==> src/design/rle_pkg.sv <==
// constants and carrier types of the receive-lane escape and error report block
package rle_pkg;

    // line levels, written {linePos, lineNeg}
    localparam logic [1:0] LINE_STOP   = 2'h3;
    localparam logic [1:0] LINE_MARK1  = 2'h2;  // also low-power request; escape request is mark-0 after bridge
    localparam logic [1:0] LINE_MARK0  = 2'h1;  // also high-speed request
    localparam logic [1:0] LINE_BRIDGE = 2'h0;

    // escape entry commands, first received bit in the msb
    localparam logic [7:0] CMD_LPDT      = 8'he1;
    localparam logic [7:0] CMD_ULPS      = 8'h1e;
    localparam logic [7:0] CMD_TRIG_RST  = 8'h62;
    localparam logic [7:0] CMD_TRIG_UNK3 = 8'h5d;
    localparam logic [7:0] CMD_TRIG_UNK4 = 8'h21;
    localparam logic [7:0] CMD_TRIG_UNK5 = 8'ha0;

    // trigger output codes
    localparam logic [3:0] TRIG_RST_CODE  = 4'h1;
    localparam logic [3:0] TRIG_UNK3_CODE = 4'h4;
    localparam logic [3:0] TRIG_UNK4_CODE = 4'h8;
    localparam logic [3:0] TRIG_UNK5_CODE = 4'h8;
    localparam logic [3:0] TRIG_NONE      = 4'h0;

    // byte assembly
    localparam int         BYTE_BITS     = 8;
    localparam logic [3:0] BIT_CNT_FULL  = 4'h8;
    localparam logic [3:0] BIT_CNT_RST   = 4'h0;
    localparam logic [7:0] BYTE_RST      = 8'h00;

    // escape data buffer
    localparam int FIFO_WIDTH = 8;
    localparam int FIFO_DEPTH = 8;

    // high-speed start of transmission
    localparam logic [7:0] SYNC_LEADER    = 8'hb8;
    localparam logic [3:0] SYNC_SOFT_DIST = 4'h1;
    localparam logic [1:0] DDR_EDGES_HALF = 2'h2;  // ddr rising edges per byte-clock half
    localparam logic [1:0] DDR_CNT_RST    = 2'h0;

    typedef enum logic [11:0] {
        ST_INIT  = 12'h001,  // waiting for stop after reset or re-init
        ST_STOP  = 12'h002,
        ST_HSRQ  = 12'h004,
        ST_HS    = 12'h008,
        ST_LPRQ  = 12'h010,
        ST_LPBR  = 12'h020,
        ST_ESCRQ = 12'h040,
        ST_CMD   = 12'h080,
        ST_LPDT  = 12'h100,
        ST_ULPS  = 12'h200,
        ST_TRIG  = 12'h400,
        ST_WAIT  = 12'h800   // turnaround or fault, wait for stop
    } rle_state_t;

    typedef struct packed {
        logic       valid;
        logic [7:0] data;
    } rle_esc_data_t;

    typedef struct packed {
        logic sotSoft;   // one byte-clock period
        logic sotSync;   // one byte-clock period
        logic esc;       // held until next line change
        logic syncEsc;   // held until next line change
        logic control;   // held until next line change
    } rle_err_t;

    localparam rle_err_t ERR_RST = '{default: 1'b0};
    localparam rle_esc_data_t ESC_DATA_RST = '{valid: 1'b0, data: 8'h00};

endpackage : rle_pkg

==> src/design/rle_fifo.sv <==
// flip-flop fifo with valid/ready on both sides
`timescale 1ns/1ps
module rle_fifo #(
    parameter int WIDTH = 8,
    parameter int DEPTH = 8
) (
    input  wire logic             clk,      // core clock
    input  wire logic             sys_rst,  // async reset, active high
    input  wire logic             inValid,  // write request
    output logic                  inReady,  // space available
    input  wire logic [WIDTH-1:0] inData,   // write word
    output logic                  outValid, // word available
    input  wire logic             outReady, // read request
    output logic      [WIDTH-1:0] outData   // head word
);
    localparam int AW = $clog2(DEPTH);
    // the count is one bit wider than the pointers so full and empty stay apart
    localparam logic [AW:0] CNT_FULL = (AW+1)'(DEPTH);

    typedef struct packed {
        logic [DEPTH-1:0][WIDTH-1:0] mem;
        logic [AW-1:0]               wrPtr;
        logic [AW-1:0]               rdPtr;
        logic [AW:0]                 count;
    } rle_fifo_st_t;

    rle_fifo_st_t st_ff;
    rle_fifo_st_t nxt_st;
    logic         doPush;
    logic         doPop;

    assign inReady  = (st_ff.count != CNT_FULL);
    assign outValid = (st_ff.count != '0);
    assign outData  = st_ff.mem[st_ff.rdPtr];
    assign doPush   = inValid && inReady;
    assign doPop    = outValid && outReady;

    always_comb begin
        nxt_st = st_ff;
        if (doPush) begin
            nxt_st.mem[st_ff.wrPtr] = inData;
            nxt_st.wrPtr = (st_ff.wrPtr == AW'(DEPTH - 1)) ? '0 : st_ff.wrPtr + 1'b1;
        end
        if (doPop) begin
            nxt_st.rdPtr = (st_ff.rdPtr == AW'(DEPTH - 1)) ? '0 : st_ff.rdPtr + 1'b1;
        end
        case ({doPush, doPop})
            2'b10: nxt_st.count = st_ff.count + 1'b1;
            2'b01: nxt_st.count = st_ff.count - 1'b1;
            default: nxt_st.count = st_ff.count;
        endcase
    end

    always_ff @(posedge clk or posedge sys_rst) begin
        if (sys_rst) begin
            st_ff <= '0;
        end else begin
            st_ff <= nxt_st;
        end
    end

endmodule : rle_fifo

==> src/design/rle_rx_lane.sv <==
// receive data lane: escape decoding, escape data delivery and error report
`timescale 1ns/1ps
module rle_rx_lane
    import rle_pkg::*;
(
    input  wire logic                   clk,         // 25 MHz core clock
    input  wire logic                   sys_rst,     // async reset, active high
    input  wire logic                   linePos,     // low-power level of line_pos
    input  wire logic                   lineNeg,     // low-power level of line_neg
    input  wire logic                   reInit,      // force lane re-initialisation
    input  wire logic                   ddrClkIn,    // sampled high-speed ddr clock
    input  wire logic                   hsClkActive, // clock lane is in high-speed mode
    input  wire logic                   hsActive,    // high-speed reception active
    input  wire logic [7:0]             hsLeader,    // first byte seen after sot
    output logic                        escClk,      // recovered escape clock
    output logic                        lpdtMode,    // low-power data receive mode
    output logic                        ulpsMode,    // ultra-low-power state
    output logic      [3:0]             trigOut,     // received trigger bits
    output rle_pkg::rle_esc_data_t      escOut,      // escape byte and valid
    output logic                        byteClk,     // divided high-speed byte clock
    output logic                        syncHs,      // sync observed pulse
    output rle_pkg::rle_err_t           errOut       // error flags
);
    import rle_pkg::*;

    ////////////////////////////////////////////////////////////////////////////
    // state

    typedef struct packed {
        rle_state_t    fsm;
        logic [1:0]    prevLine;
        logic          escClk;
        logic [3:0]    bitCnt;
        logic [7:0]    shiftReg;
        logic [3:0]    trig;
        rle_esc_data_t esc;
        rle_err_t      err;
        logic [1:0]    ddrCnt;
        logic          ddrPrev;
        logic          byteClk;
        logic          syncDone;
        logic          syncHs;
    } rle_lane_st_t;

    localparam rle_lane_st_t LANE_RST = '{
        fsm:      ST_INIT,
        prevLine: LINE_STOP,
        escClk:   1'b0,
        bitCnt:   BIT_CNT_RST,
        shiftReg: BYTE_RST,
        trig:     TRIG_NONE,
        esc:      ESC_DATA_RST,
        err:      ERR_RST,
        ddrCnt:   DDR_CNT_RST,
        ddrPrev:  1'b0,
        byteClk:  1'b0,
        syncDone: 1'b0,
        syncHs:   1'b0
    };

    rle_lane_st_t st_ff;
    rle_lane_st_t nxt_st;

    logic [1:0] line;
    logic       lineChg;
    logic       markTick;
    logic       spaceTick;
    logic       bitTick;
    logic       markBit;
    logic       pushValid;
    logic [7:0] pushData;
    logic       pushReady;
    logic       popValid;
    logic       popReady;
    logic [7:0] popData;

    assign line      = {linePos, lineNeg};
    assign lineChg   = (line != st_ff.prevLine);
    // a bit is a mark entered from bridge; the space after it ends the bit
    assign markTick  = (st_ff.prevLine == LINE_BRIDGE)
                       && (line == LINE_MARK1 || line == LINE_MARK0);
    assign spaceTick = (line == LINE_BRIDGE) && lineChg;
    // a bit is committed on its space, so the mark-1 that leads into stop never counts
    assign bitTick   = spaceTick
                       && (st_ff.prevLine == LINE_MARK1 || st_ff.prevLine == LINE_MARK0);
    assign markBit   = (st_ff.prevLine == LINE_MARK1);

    function automatic logic [3:0] bitDistance(input logic [7:0] a, input logic [7:0] b);
        logic [3:0] n;
        n = 4'h0;
        for (int i = 0; i < BYTE_BITS; i++) begin
            n = n + {3'h0, a[i] ^ b[i]};
        end
        return n;
    endfunction : bitDistance

    ////////////////////////////////////////////////////////////////////////////
    // escape byte buffer; drained one word per escape bit, so it stalls while
    // the lines sit idle and only empties as the transmitter keeps clocking

    rle_fifo #(
        .WIDTH (FIFO_WIDTH),
        .DEPTH (FIFO_DEPTH)
    ) u_esc_fifo (
        .clk      (clk),
        .sys_rst  (sys_rst),
        .inValid  (pushValid),
        .inReady  (pushReady),
        .inData   (pushData),
        .outValid (popValid),
        .outReady (popReady),
        .outData  (popData)
    );

    assign pushData = {markBit, st_ff.shiftReg[7:1]};
    assign pushValid = (st_ff.fsm == ST_LPDT) && bitTick
                       && (st_ff.bitCnt == BIT_CNT_FULL - 4'h1) && !reInit;
    assign popReady  = markTick && !reInit;

    ////////////////////////////////////////////////////////////////////////////
    // next state

    always_comb begin
        nxt_st = st_ff;
        nxt_st.prevLine = line;

        // held errors drop on a line change unless set again below
        if (lineChg) begin
            nxt_st.err.esc     = 1'b0;
            nxt_st.err.syncEsc = 1'b0;
            nxt_st.err.control = 1'b0;
        end

        // escape clock trails the line by two cycles, so escOut has settled before it rises
        nxt_st.escClk = 1'b0;
        if (st_ff.fsm == ST_CMD || st_ff.fsm == ST_LPDT || st_ff.fsm == ST_ESCRQ) begin
            nxt_st.escClk = st_ff.prevLine[1] ^ st_ff.prevLine[0];
        end

        // escape data out: a word stands from one mark to the next
        if (popReady) begin
            nxt_st.esc.valid = popValid;
            nxt_st.esc.data  = popValid ? popData : st_ff.esc.data;
        end

        case (st_ff.fsm)
            ST_INIT: begin
                if (line == LINE_STOP) begin
                    nxt_st.fsm = ST_STOP;
                end
            end
            ST_STOP: begin
                nxt_st.trig = TRIG_NONE;
                case (line)
                    LINE_MARK0:  nxt_st.fsm = ST_HSRQ;
                    LINE_MARK1:  nxt_st.fsm = ST_LPRQ;
                    LINE_BRIDGE: begin
                        nxt_st.err.control = 1'b1;
                        nxt_st.fsm         = ST_WAIT;
                    end
                    default:     nxt_st.fsm = ST_STOP;
                endcase
            end
            ST_HSRQ: begin
                case (line)
                    LINE_BRIDGE: nxt_st.fsm = ST_HS;
                    LINE_MARK0:  nxt_st.fsm = ST_HSRQ;
                    LINE_STOP: begin
                        nxt_st.err.control = 1'b1;
                        nxt_st.fsm         = ST_STOP;
                    end
                    default: begin
                        nxt_st.err.control = 1'b1;
                        nxt_st.fsm         = ST_WAIT;
                    end
                endcase
            end
            ST_LPRQ: begin
                case (line)
                    LINE_BRIDGE: nxt_st.fsm = ST_LPBR;
                    LINE_MARK1:  nxt_st.fsm = ST_LPRQ;
                    LINE_STOP: begin
                        nxt_st.err.control = 1'b1;
                        nxt_st.fsm         = ST_STOP;
                    end
                    default: begin
                        nxt_st.err.control = 1'b1;
                        nxt_st.fsm         = ST_WAIT;
                    end
                endcase
            end
            ST_LPBR: begin
                case (line)
                    LINE_MARK0:  nxt_st.fsm = ST_ESCRQ;
                    LINE_MARK1:  nxt_st.fsm = ST_WAIT;  // turnaround, handled elsewhere
                    LINE_BRIDGE: nxt_st.fsm = ST_LPBR;
                    default: begin
                        nxt_st.err.control = 1'b1;
                        nxt_st.fsm         = ST_STOP;
                    end
                endcase
            end
            ST_ESCRQ: begin
                nxt_st.bitCnt   = BIT_CNT_RST;
                nxt_st.shiftReg = BYTE_RST;
                case (line)
                    LINE_BRIDGE: nxt_st.fsm = ST_CMD;
                    LINE_MARK0:  nxt_st.fsm = ST_ESCRQ;
                    LINE_STOP: begin
                        nxt_st.err.control = 1'b1;
                        nxt_st.fsm         = ST_STOP;
                    end
                    default: begin
                        nxt_st.err.control = 1'b1;
                        nxt_st.fsm         = ST_WAIT;
                    end
                endcase
            end
            ST_CMD: begin
                if (line == LINE_STOP) begin
                    nxt_st.err.control = 1'b1;
                    nxt_st.fsm         = ST_STOP;
                end else if (bitTick) begin
                    // command bits arrive msb first
                    nxt_st.shiftReg = {st_ff.shiftReg[6:0], markBit};
                    nxt_st.bitCnt   = st_ff.bitCnt + 4'h1;
                    if (st_ff.bitCnt == BIT_CNT_FULL - 4'h1) begin
                        nxt_st.bitCnt   = BIT_CNT_RST;
                        nxt_st.shiftReg = BYTE_RST;
                        case ({st_ff.shiftReg[6:0], markBit})
                            CMD_LPDT: nxt_st.fsm = ST_LPDT;
                            CMD_ULPS: nxt_st.fsm = ST_ULPS;
                            CMD_TRIG_RST: begin
                                nxt_st.trig = TRIG_RST_CODE;
                                nxt_st.fsm  = ST_TRIG;
                            end
                            CMD_TRIG_UNK3: begin
                                nxt_st.trig = TRIG_UNK3_CODE;
                                nxt_st.fsm  = ST_TRIG;
                            end
                            CMD_TRIG_UNK4: begin
                                nxt_st.trig = TRIG_UNK4_CODE;
                                nxt_st.fsm  = ST_TRIG;
                            end
                            CMD_TRIG_UNK5: begin
                                nxt_st.trig = TRIG_UNK5_CODE;
                                nxt_st.fsm  = ST_TRIG;
                            end
                            default: begin
                                nxt_st.err.esc = 1'b1;
                                nxt_st.fsm     = ST_WAIT;
                            end
                        endcase
                    end
                end
            end
            ST_LPDT: begin
                if (line == LINE_STOP) begin
                    if (st_ff.bitCnt != BIT_CNT_RST) begin
                        nxt_st.err.syncEsc = 1'b1;
                    end
                    nxt_st.bitCnt = BIT_CNT_RST;
                    nxt_st.fsm    = ST_STOP;
                end else if (bitTick) begin
                    // data bits arrive lsb first
                    nxt_st.shiftReg = {markBit, st_ff.shiftReg[7:1]};
                    nxt_st.bitCnt   = st_ff.bitCnt + 4'h1;
                    if (st_ff.bitCnt == BIT_CNT_FULL - 4'h1) begin
                        nxt_st.bitCnt = BIT_CNT_RST;
                        // no throttle exists upstream, so an overrun is a lost byte
                        if (!pushReady) begin
                            nxt_st.err.syncEsc = 1'b1;
                        end
                    end
                end
            end
            ST_ULPS, ST_TRIG, ST_HS, ST_WAIT: begin
                if (line == LINE_STOP) begin
                    nxt_st.trig = TRIG_NONE;
                    nxt_st.fsm  = ST_STOP;
                end
            end
            default: nxt_st.fsm = ST_INIT;
        endcase

        ////////////////////////////////////////////////////////////////////////
        // byte clock: ddr clock divided by four, stopped outside high-speed

        nxt_st.ddrPrev = ddrClkIn;
        if (!hsClkActive) begin
            nxt_st.ddrCnt  = DDR_CNT_RST;
            nxt_st.byteClk = 1'b0;
        end else if (ddrClkIn && !st_ff.ddrPrev) begin
            if (st_ff.ddrCnt == DDR_EDGES_HALF - 2'h1) begin
                nxt_st.ddrCnt  = DDR_CNT_RST;
                nxt_st.byteClk = !st_ff.byteClk;
            end else begin
                nxt_st.ddrCnt = st_ff.ddrCnt + 2'h1;
            end
        end

        // start-of-transmission check, once per burst on a byte-clock rise
        if (nxt_st.byteClk && !st_ff.byteClk) begin
            nxt_st.syncHs      = 1'b0;
            nxt_st.err.sotSoft = 1'b0;
            nxt_st.err.sotSync = 1'b0;
            if (hsActive && !st_ff.syncDone) begin
                nxt_st.syncDone = 1'b1;
                if (bitDistance(hsLeader, SYNC_LEADER) > SYNC_SOFT_DIST) begin
                    nxt_st.err.sotSync = 1'b1;
                end else begin
                    nxt_st.syncHs      = 1'b1;
                    nxt_st.err.sotSoft = (hsLeader != SYNC_LEADER);
                end
            end
        end
        if (!hsActive && !(nxt_st.byteClk && !st_ff.byteClk)) begin
            nxt_st.syncDone = 1'b0;
        end
        if (!hsClkActive) begin
            nxt_st.syncHs      = 1'b0;
            nxt_st.err.sotSoft = 1'b0;
            nxt_st.err.sotSync = 1'b0;
        end

        // re-init drops every escape mode, trigger and held error
        if (reInit) begin
            nxt_st.fsm         = ST_INIT;
            nxt_st.trig        = TRIG_NONE;
            nxt_st.esc         = ESC_DATA_RST;
            nxt_st.escClk      = 1'b0;
            nxt_st.bitCnt      = BIT_CNT_RST;
            nxt_st.err.esc     = 1'b0;
            nxt_st.err.syncEsc = 1'b0;
            nxt_st.err.control = 1'b0;
        end
    end

    always_ff @(posedge clk or posedge sys_rst) begin
        if (sys_rst) begin
            st_ff <= LANE_RST;
        end else begin
            st_ff <= nxt_st;
        end
    end

    ////////////////////////////////////////////////////////////////////////////
    // outputs; held error flags move with line state, not with escClk or
    // byteClk, so the consumer must bring them into its own domain

    assign escClk   = st_ff.escClk;
    assign lpdtMode = (st_ff.fsm == ST_LPDT);
    assign ulpsMode = (st_ff.fsm == ST_ULPS);
    assign trigOut  = st_ff.trig;
    assign escOut   = st_ff.esc;
    assign byteClk  = st_ff.byteClk;
    assign syncHs   = st_ff.syncHs;
    assign errOut   = st_ff.err;

endmodule : rle_rx_lane

==> config.mk <==
export PLATFORM = sky130hd
export DESIGN_NAME = rle_rx_lane
export DESIGN_NICKNAME = d
export VERILOG_FILES = /design/src/design/rle_pkg.sv /design/src/design/rle_fifo.sv /design/src/design/rle_rx_lane.sv
export SDC_FILE = /design/constraint.sdc
export NUM_CORES = 1
export LEC_CHECK = 0
export CAP_MARGIN = 20
export CORE_ASPECT_RATIO = 1.1
export CORE_MARGIN = 1
export CORE_UTILIZATION = 25
export CTS_CLUSTER_DIAMETER = 120
export DETAILED_ROUTE_END_ITERATION = 8
export DONT_BUFFER_PORTS = 1
export PLACE_DENSITY = 0.46
export SLEW_MARGIN = 20
export SYNTH_ARGS = -nofsm -noshare
export SYNTH_HDL_FRONTEND = slang
export SYNTH_SLANG_ARGS = --single-unit
export TNS_END_PERCENT = 10
==> constraint.sdc <==
create_clock -name clk -period 5.8 [get_ports clk]
set_clock_uncertainty 0.15 [all_clocks]
set_input_delay 1.16 -clock clk [delete_from_list [all_inputs] [get_ports clk]]
set_output_delay 1.16 -clock clk [all_outputs]
set_load 0.005 [all_outputs]
==> impl_results.md <==
- Critical Path Sink Type: register
- Mapped cell area: 6850 um^2
- Clock-pin slew on the worst setup and hold paths: 0.05 ns
- Grt ovf: 0
- Initial antenna violation count: 0
- CTS tree: done
- Per-cell routed wire length: 17.0 um
- Vias in the first global route: 4658
- Cells after Synth: 588
- Total CTS buffers: 17
- Sw Ratio: 27.7%
- Comb pwr share: 13.0%
- Antenna Nets Post-Route: 0
- Reg2reg end: u_esc_fifo.st_ff[3]$_DFFE_PP0P_
- Worst r2r src: st_ff[43]$_DFFE_PP0P_
- Pwr dens: 305 nW/um^2
- Asr flop ratio synth: 100%
- Worst hold slack: 0.344 ns
- Status: complete, no violations
- Power share of the clock group: 42.6%
- Synthesized Nets: 630
- Crit-path max FO: 2
- RSZ-0062 raised after global routing: false
- Sum Neg Setup Slack: 0 ns
- Yosys top cell area share: 44.2%
- Cell taking the most area after synthesis: dfrtp_1
- Quantity of I/O buffers inserted on ports: 0
- Die height: 176 um
- Clock sink count: 124
- Number of flops mapped to enable cells by yosys: 0
- Top delay family on crit path: adder cells
- # Post-CTS Setup Buffers: 0
- Proportion of layout cells with a drive suffix above 1: 24.4%
- GP Congestion: 0.798
- Area Growth Syn to Fin: 10.8%
- Worst-case clock buffer depth: 2
- Final hold vios: 0
- Largest cells by area after synthesis: dfrtp_1 44%, mux2_2 10%, mux4_2 5.3%, ha_1 3.8%, buf_4 2.1%
- IO Pins: 39
- End point of the critical path: errOut[4]$_DFFE_PP0P_
- Distinct cells, synth: 71
- # setup viols final: 0
- Max cap viols: 0
- Initial Util: 25.4%
- # DRC: 0
- First-pass GRT wire length: 25600 um
- Cell row count: 63
- LEAKAGE: 0.00333 uW
- Die ar.: 28100 um^2
- Root Driver: clkbuf_16
- Tot GR Track Use: 11.9%
- Total Routed Length: 15700 um
- Layout Utilization: 28.1%
- NetSw: 640 uW
- Rel. slew slack: 31.9%
- Hold Crit Class: reg2reg
- Reg2reg path depth: 11
- Core Area: 27000 um^2
- Synth Flop Type: dfrtp_1
- Post-DP HPWL: 10800 um
- Max Slew Vio Count: 0
- Crit path depth: 11
- DR pass1 iterations: 5
- Via/cell ratio: 4.82
- CTS resizes: 0
- Worst-margin pin slew: 1.01 ns
- Tot Pwr: 2310 uW
- Slowest CP cell: fa_1
- Worst setup path class: in2reg
- Post-synthesis sequential area ratio: 45.4%
- H-tree levels: 4
- Non-Filler Instances: 926
- Startpoint Class: input port
- Via count: 4462
- Final Cycle Share: 67.8%
- Highest Clock Rate: 254 MHz
- Worst Path Required: 5.95 ns
- Crit path from: hsLeader[0]
- Crit-path most repeated cell: fa_1
- Synth Register Bits: 124
- Nets: 600
- Seq pwr share: 44.4%
- Min cycle time layout: 3.93 ns
- Critical Path AT: 4.08 ns
- Hold Buf Count CTS: 0
- Worst vdd rail ir drop: 0.000218 V
- Max stage delay on crit path: 0.55 ns
- CP cell instances: fa_1 > fa_1 > fa_1 > ha_1 > inv_1 > fa_1 > nor2b_1 > a31o_2 > nand4_1 > a41oi_1 > mux2_2
- Largest net degree at the start of global routing: 76
- Placed Instances: 896
- WP buf/inv: 1
- Chip Width: 160 um
- Antenna diodes: 0
- Syn_area_per_cell: 11.6 um^2
- YS warnings: 0
- Clock Latency Late Sink: 0.42 ns
- Pint: 1670 uW
- Initial detailed-routing violation count: 255
- Worst R2R Setup Slack: 2.39 ns
per-stage QoR:
stage / setup slack (ns) / instance area (um^2)
detailed placement: 1.42 / 7030
global placement: 1.50 / 7030
global route: 1.76 / 7580
finish: 1.87 / 7580
CTS: 1.87 / 7570
floorplan: 1.20 / 6850
state kept, by name, indices dropped and copies added, names as in the netlist:
register	count
errOut	5
trigOut	3
u_esc_fifo.st_ff	74
pushData	7
escClk	1
escOut	9
byteClk	1
syncHs	1
st_ff	23
power groups by stage:
stage	Clock [uW]	Combinational (uW)	Sequential (uW)
6_report	986	300	1030
5_1_grt	1060	341	1040
4_1_cts	1020	303	1030
3_5_place_dp	0	303	1050
3_3_place_gp	0	293	1040
2_1_floorplan	0	328	948
layout by cell type (no fill, tap or decap), types with 4 or more instances in the layout:
cell type / count
nor3_1: 19
xor2_1: 9
o31ai_1: 4
clkbuf_16: 17
clkinv_2: 5
xnor2_1: 4
nor4b_1: 9
inv_1: 29
mux2i_1: 12
a22oi_1: 10
fa_1: 5
nand3_1: 15
nor3b_1: 5
mux4_2: 16
mux2_4: 8
nand2_1: 21
ha_1: 21
o211ai_1: 5
a211oi_1: 10
mux2_2: 63
nor2b_1: 5
nand4_1: 10
nor2_1: 25
a21oi_1: 23
o21ai_0: 12
nor4_1: 9
dfrtp_1: 120
cell usage after synthesis (4+ instances only):
cell and instances:
nand4_1 10, nor3_1 19, nor2b_1 5, nand2_1 21, a21oi_1 23, dfrtp_1 121, mux2_4 8, fa_1 5
ha_1 21, o31ai_1 5, buf_2 4, o211ai_1 5, xnor2_1 4, clkbuf_1 23, a211oi_1 10, mux4_2 16
o21ai_0 12, nor4b_1 9, mux2i_1 12, mux2_2 63, a22oi_1 10, xor2_1 9, nor4_1 9, nor3b_1 5
inv_1 30, nand3_1 15, nor2_1 26, buf_4 19
per-layer routing:
metal	GRT usage, %	part of all wire [%]
met4	4.72	1.6
met1	14.7	44
met3	2.67	3.3
met2	20.1	51
met5	0	0
how the worst min path moves through the flow:
stage | start | to | slack (ns) | depth (start not counted)
after floorplan | u_esc_fifo.st_ff[3]$_DFFE_PP0P_ | u_esc_fifo.st_ff[3]$_DFFE_PP0P_ | 0.31 | 1
after global placement | u_esc_fifo.st_ff[45]$_DFFE_PP0P_ | u_esc_fifo.st_ff[45]$_DFFE_PP0P_ | 0.32 | 1
after detailed placement | u_esc_fifo.st_ff[45]$_DFFE_PP0P_ | u_esc_fifo.st_ff[45]$_DFFE_PP0P_ | 0.34 | 1
after CTS | u_esc_fifo.st_ff[45]$_DFFE_PP0P_ | u_esc_fifo.st_ff[45]$_DFFE_PP0P_ | 0.35 | 1
after global routing | u_esc_fifo.st_ff[34]$_DFFE_PP0P_ | u_esc_fifo.st_ff[34]$_DFFE_PP0P_ | 0.36 | 1
final | u_esc_fifo.st_ff[45]$_DFFE_PP0P_ | u_esc_fifo.st_ff[45]$_DFFE_PP0P_ | 0.34 | 1
logic make-up (layout without fill, tap and decap cells):
kind of cell             after synthesis  in the layout  share of synthesized area (%)
flip-flops                           124            124                           45.4
XOR/XNOR                              13             13                           1.66
AND/OR/NAND/NOR                      153            153                           13.5
other                                  1              1                         0.0548
multiplexers                         100            100                           19.3
buffers and inverters                 82             63                           5.85
adder cells (fa/ha/maj)               27             27                           5.45
AO/OA/AOI/OAI                         88             88                           8.77
area by class of cell:
| type | count | area, um^2 |
|---|---|---|
| inverters | 31 | 123 |
| clock buffers | 23 | 478 |
| repair buffers | 2 | 15.0 |
| flip-flops and latches | 124 | 3110 |
| fillers | 2787 | 19400 |
| clock inverters | 7 | 67.6 |
| well taps | 357 | 447 |
| multi-input cells | 382 | 3350 |
worst register-to-register path: cells and delay by family, from the launching register on:
kind                       cells  cell delay (ns)
adders and majority gates      2             0.55
and+or+nand+nor                4             1.17
DFF                            1             0.50
AOI/OAI and AO/OA              2             0.34
xor gates and xnor gates       2             0.30
buffers and inverters          1             0.29
No activity file was read; power rests on OpenSTA's default activity.
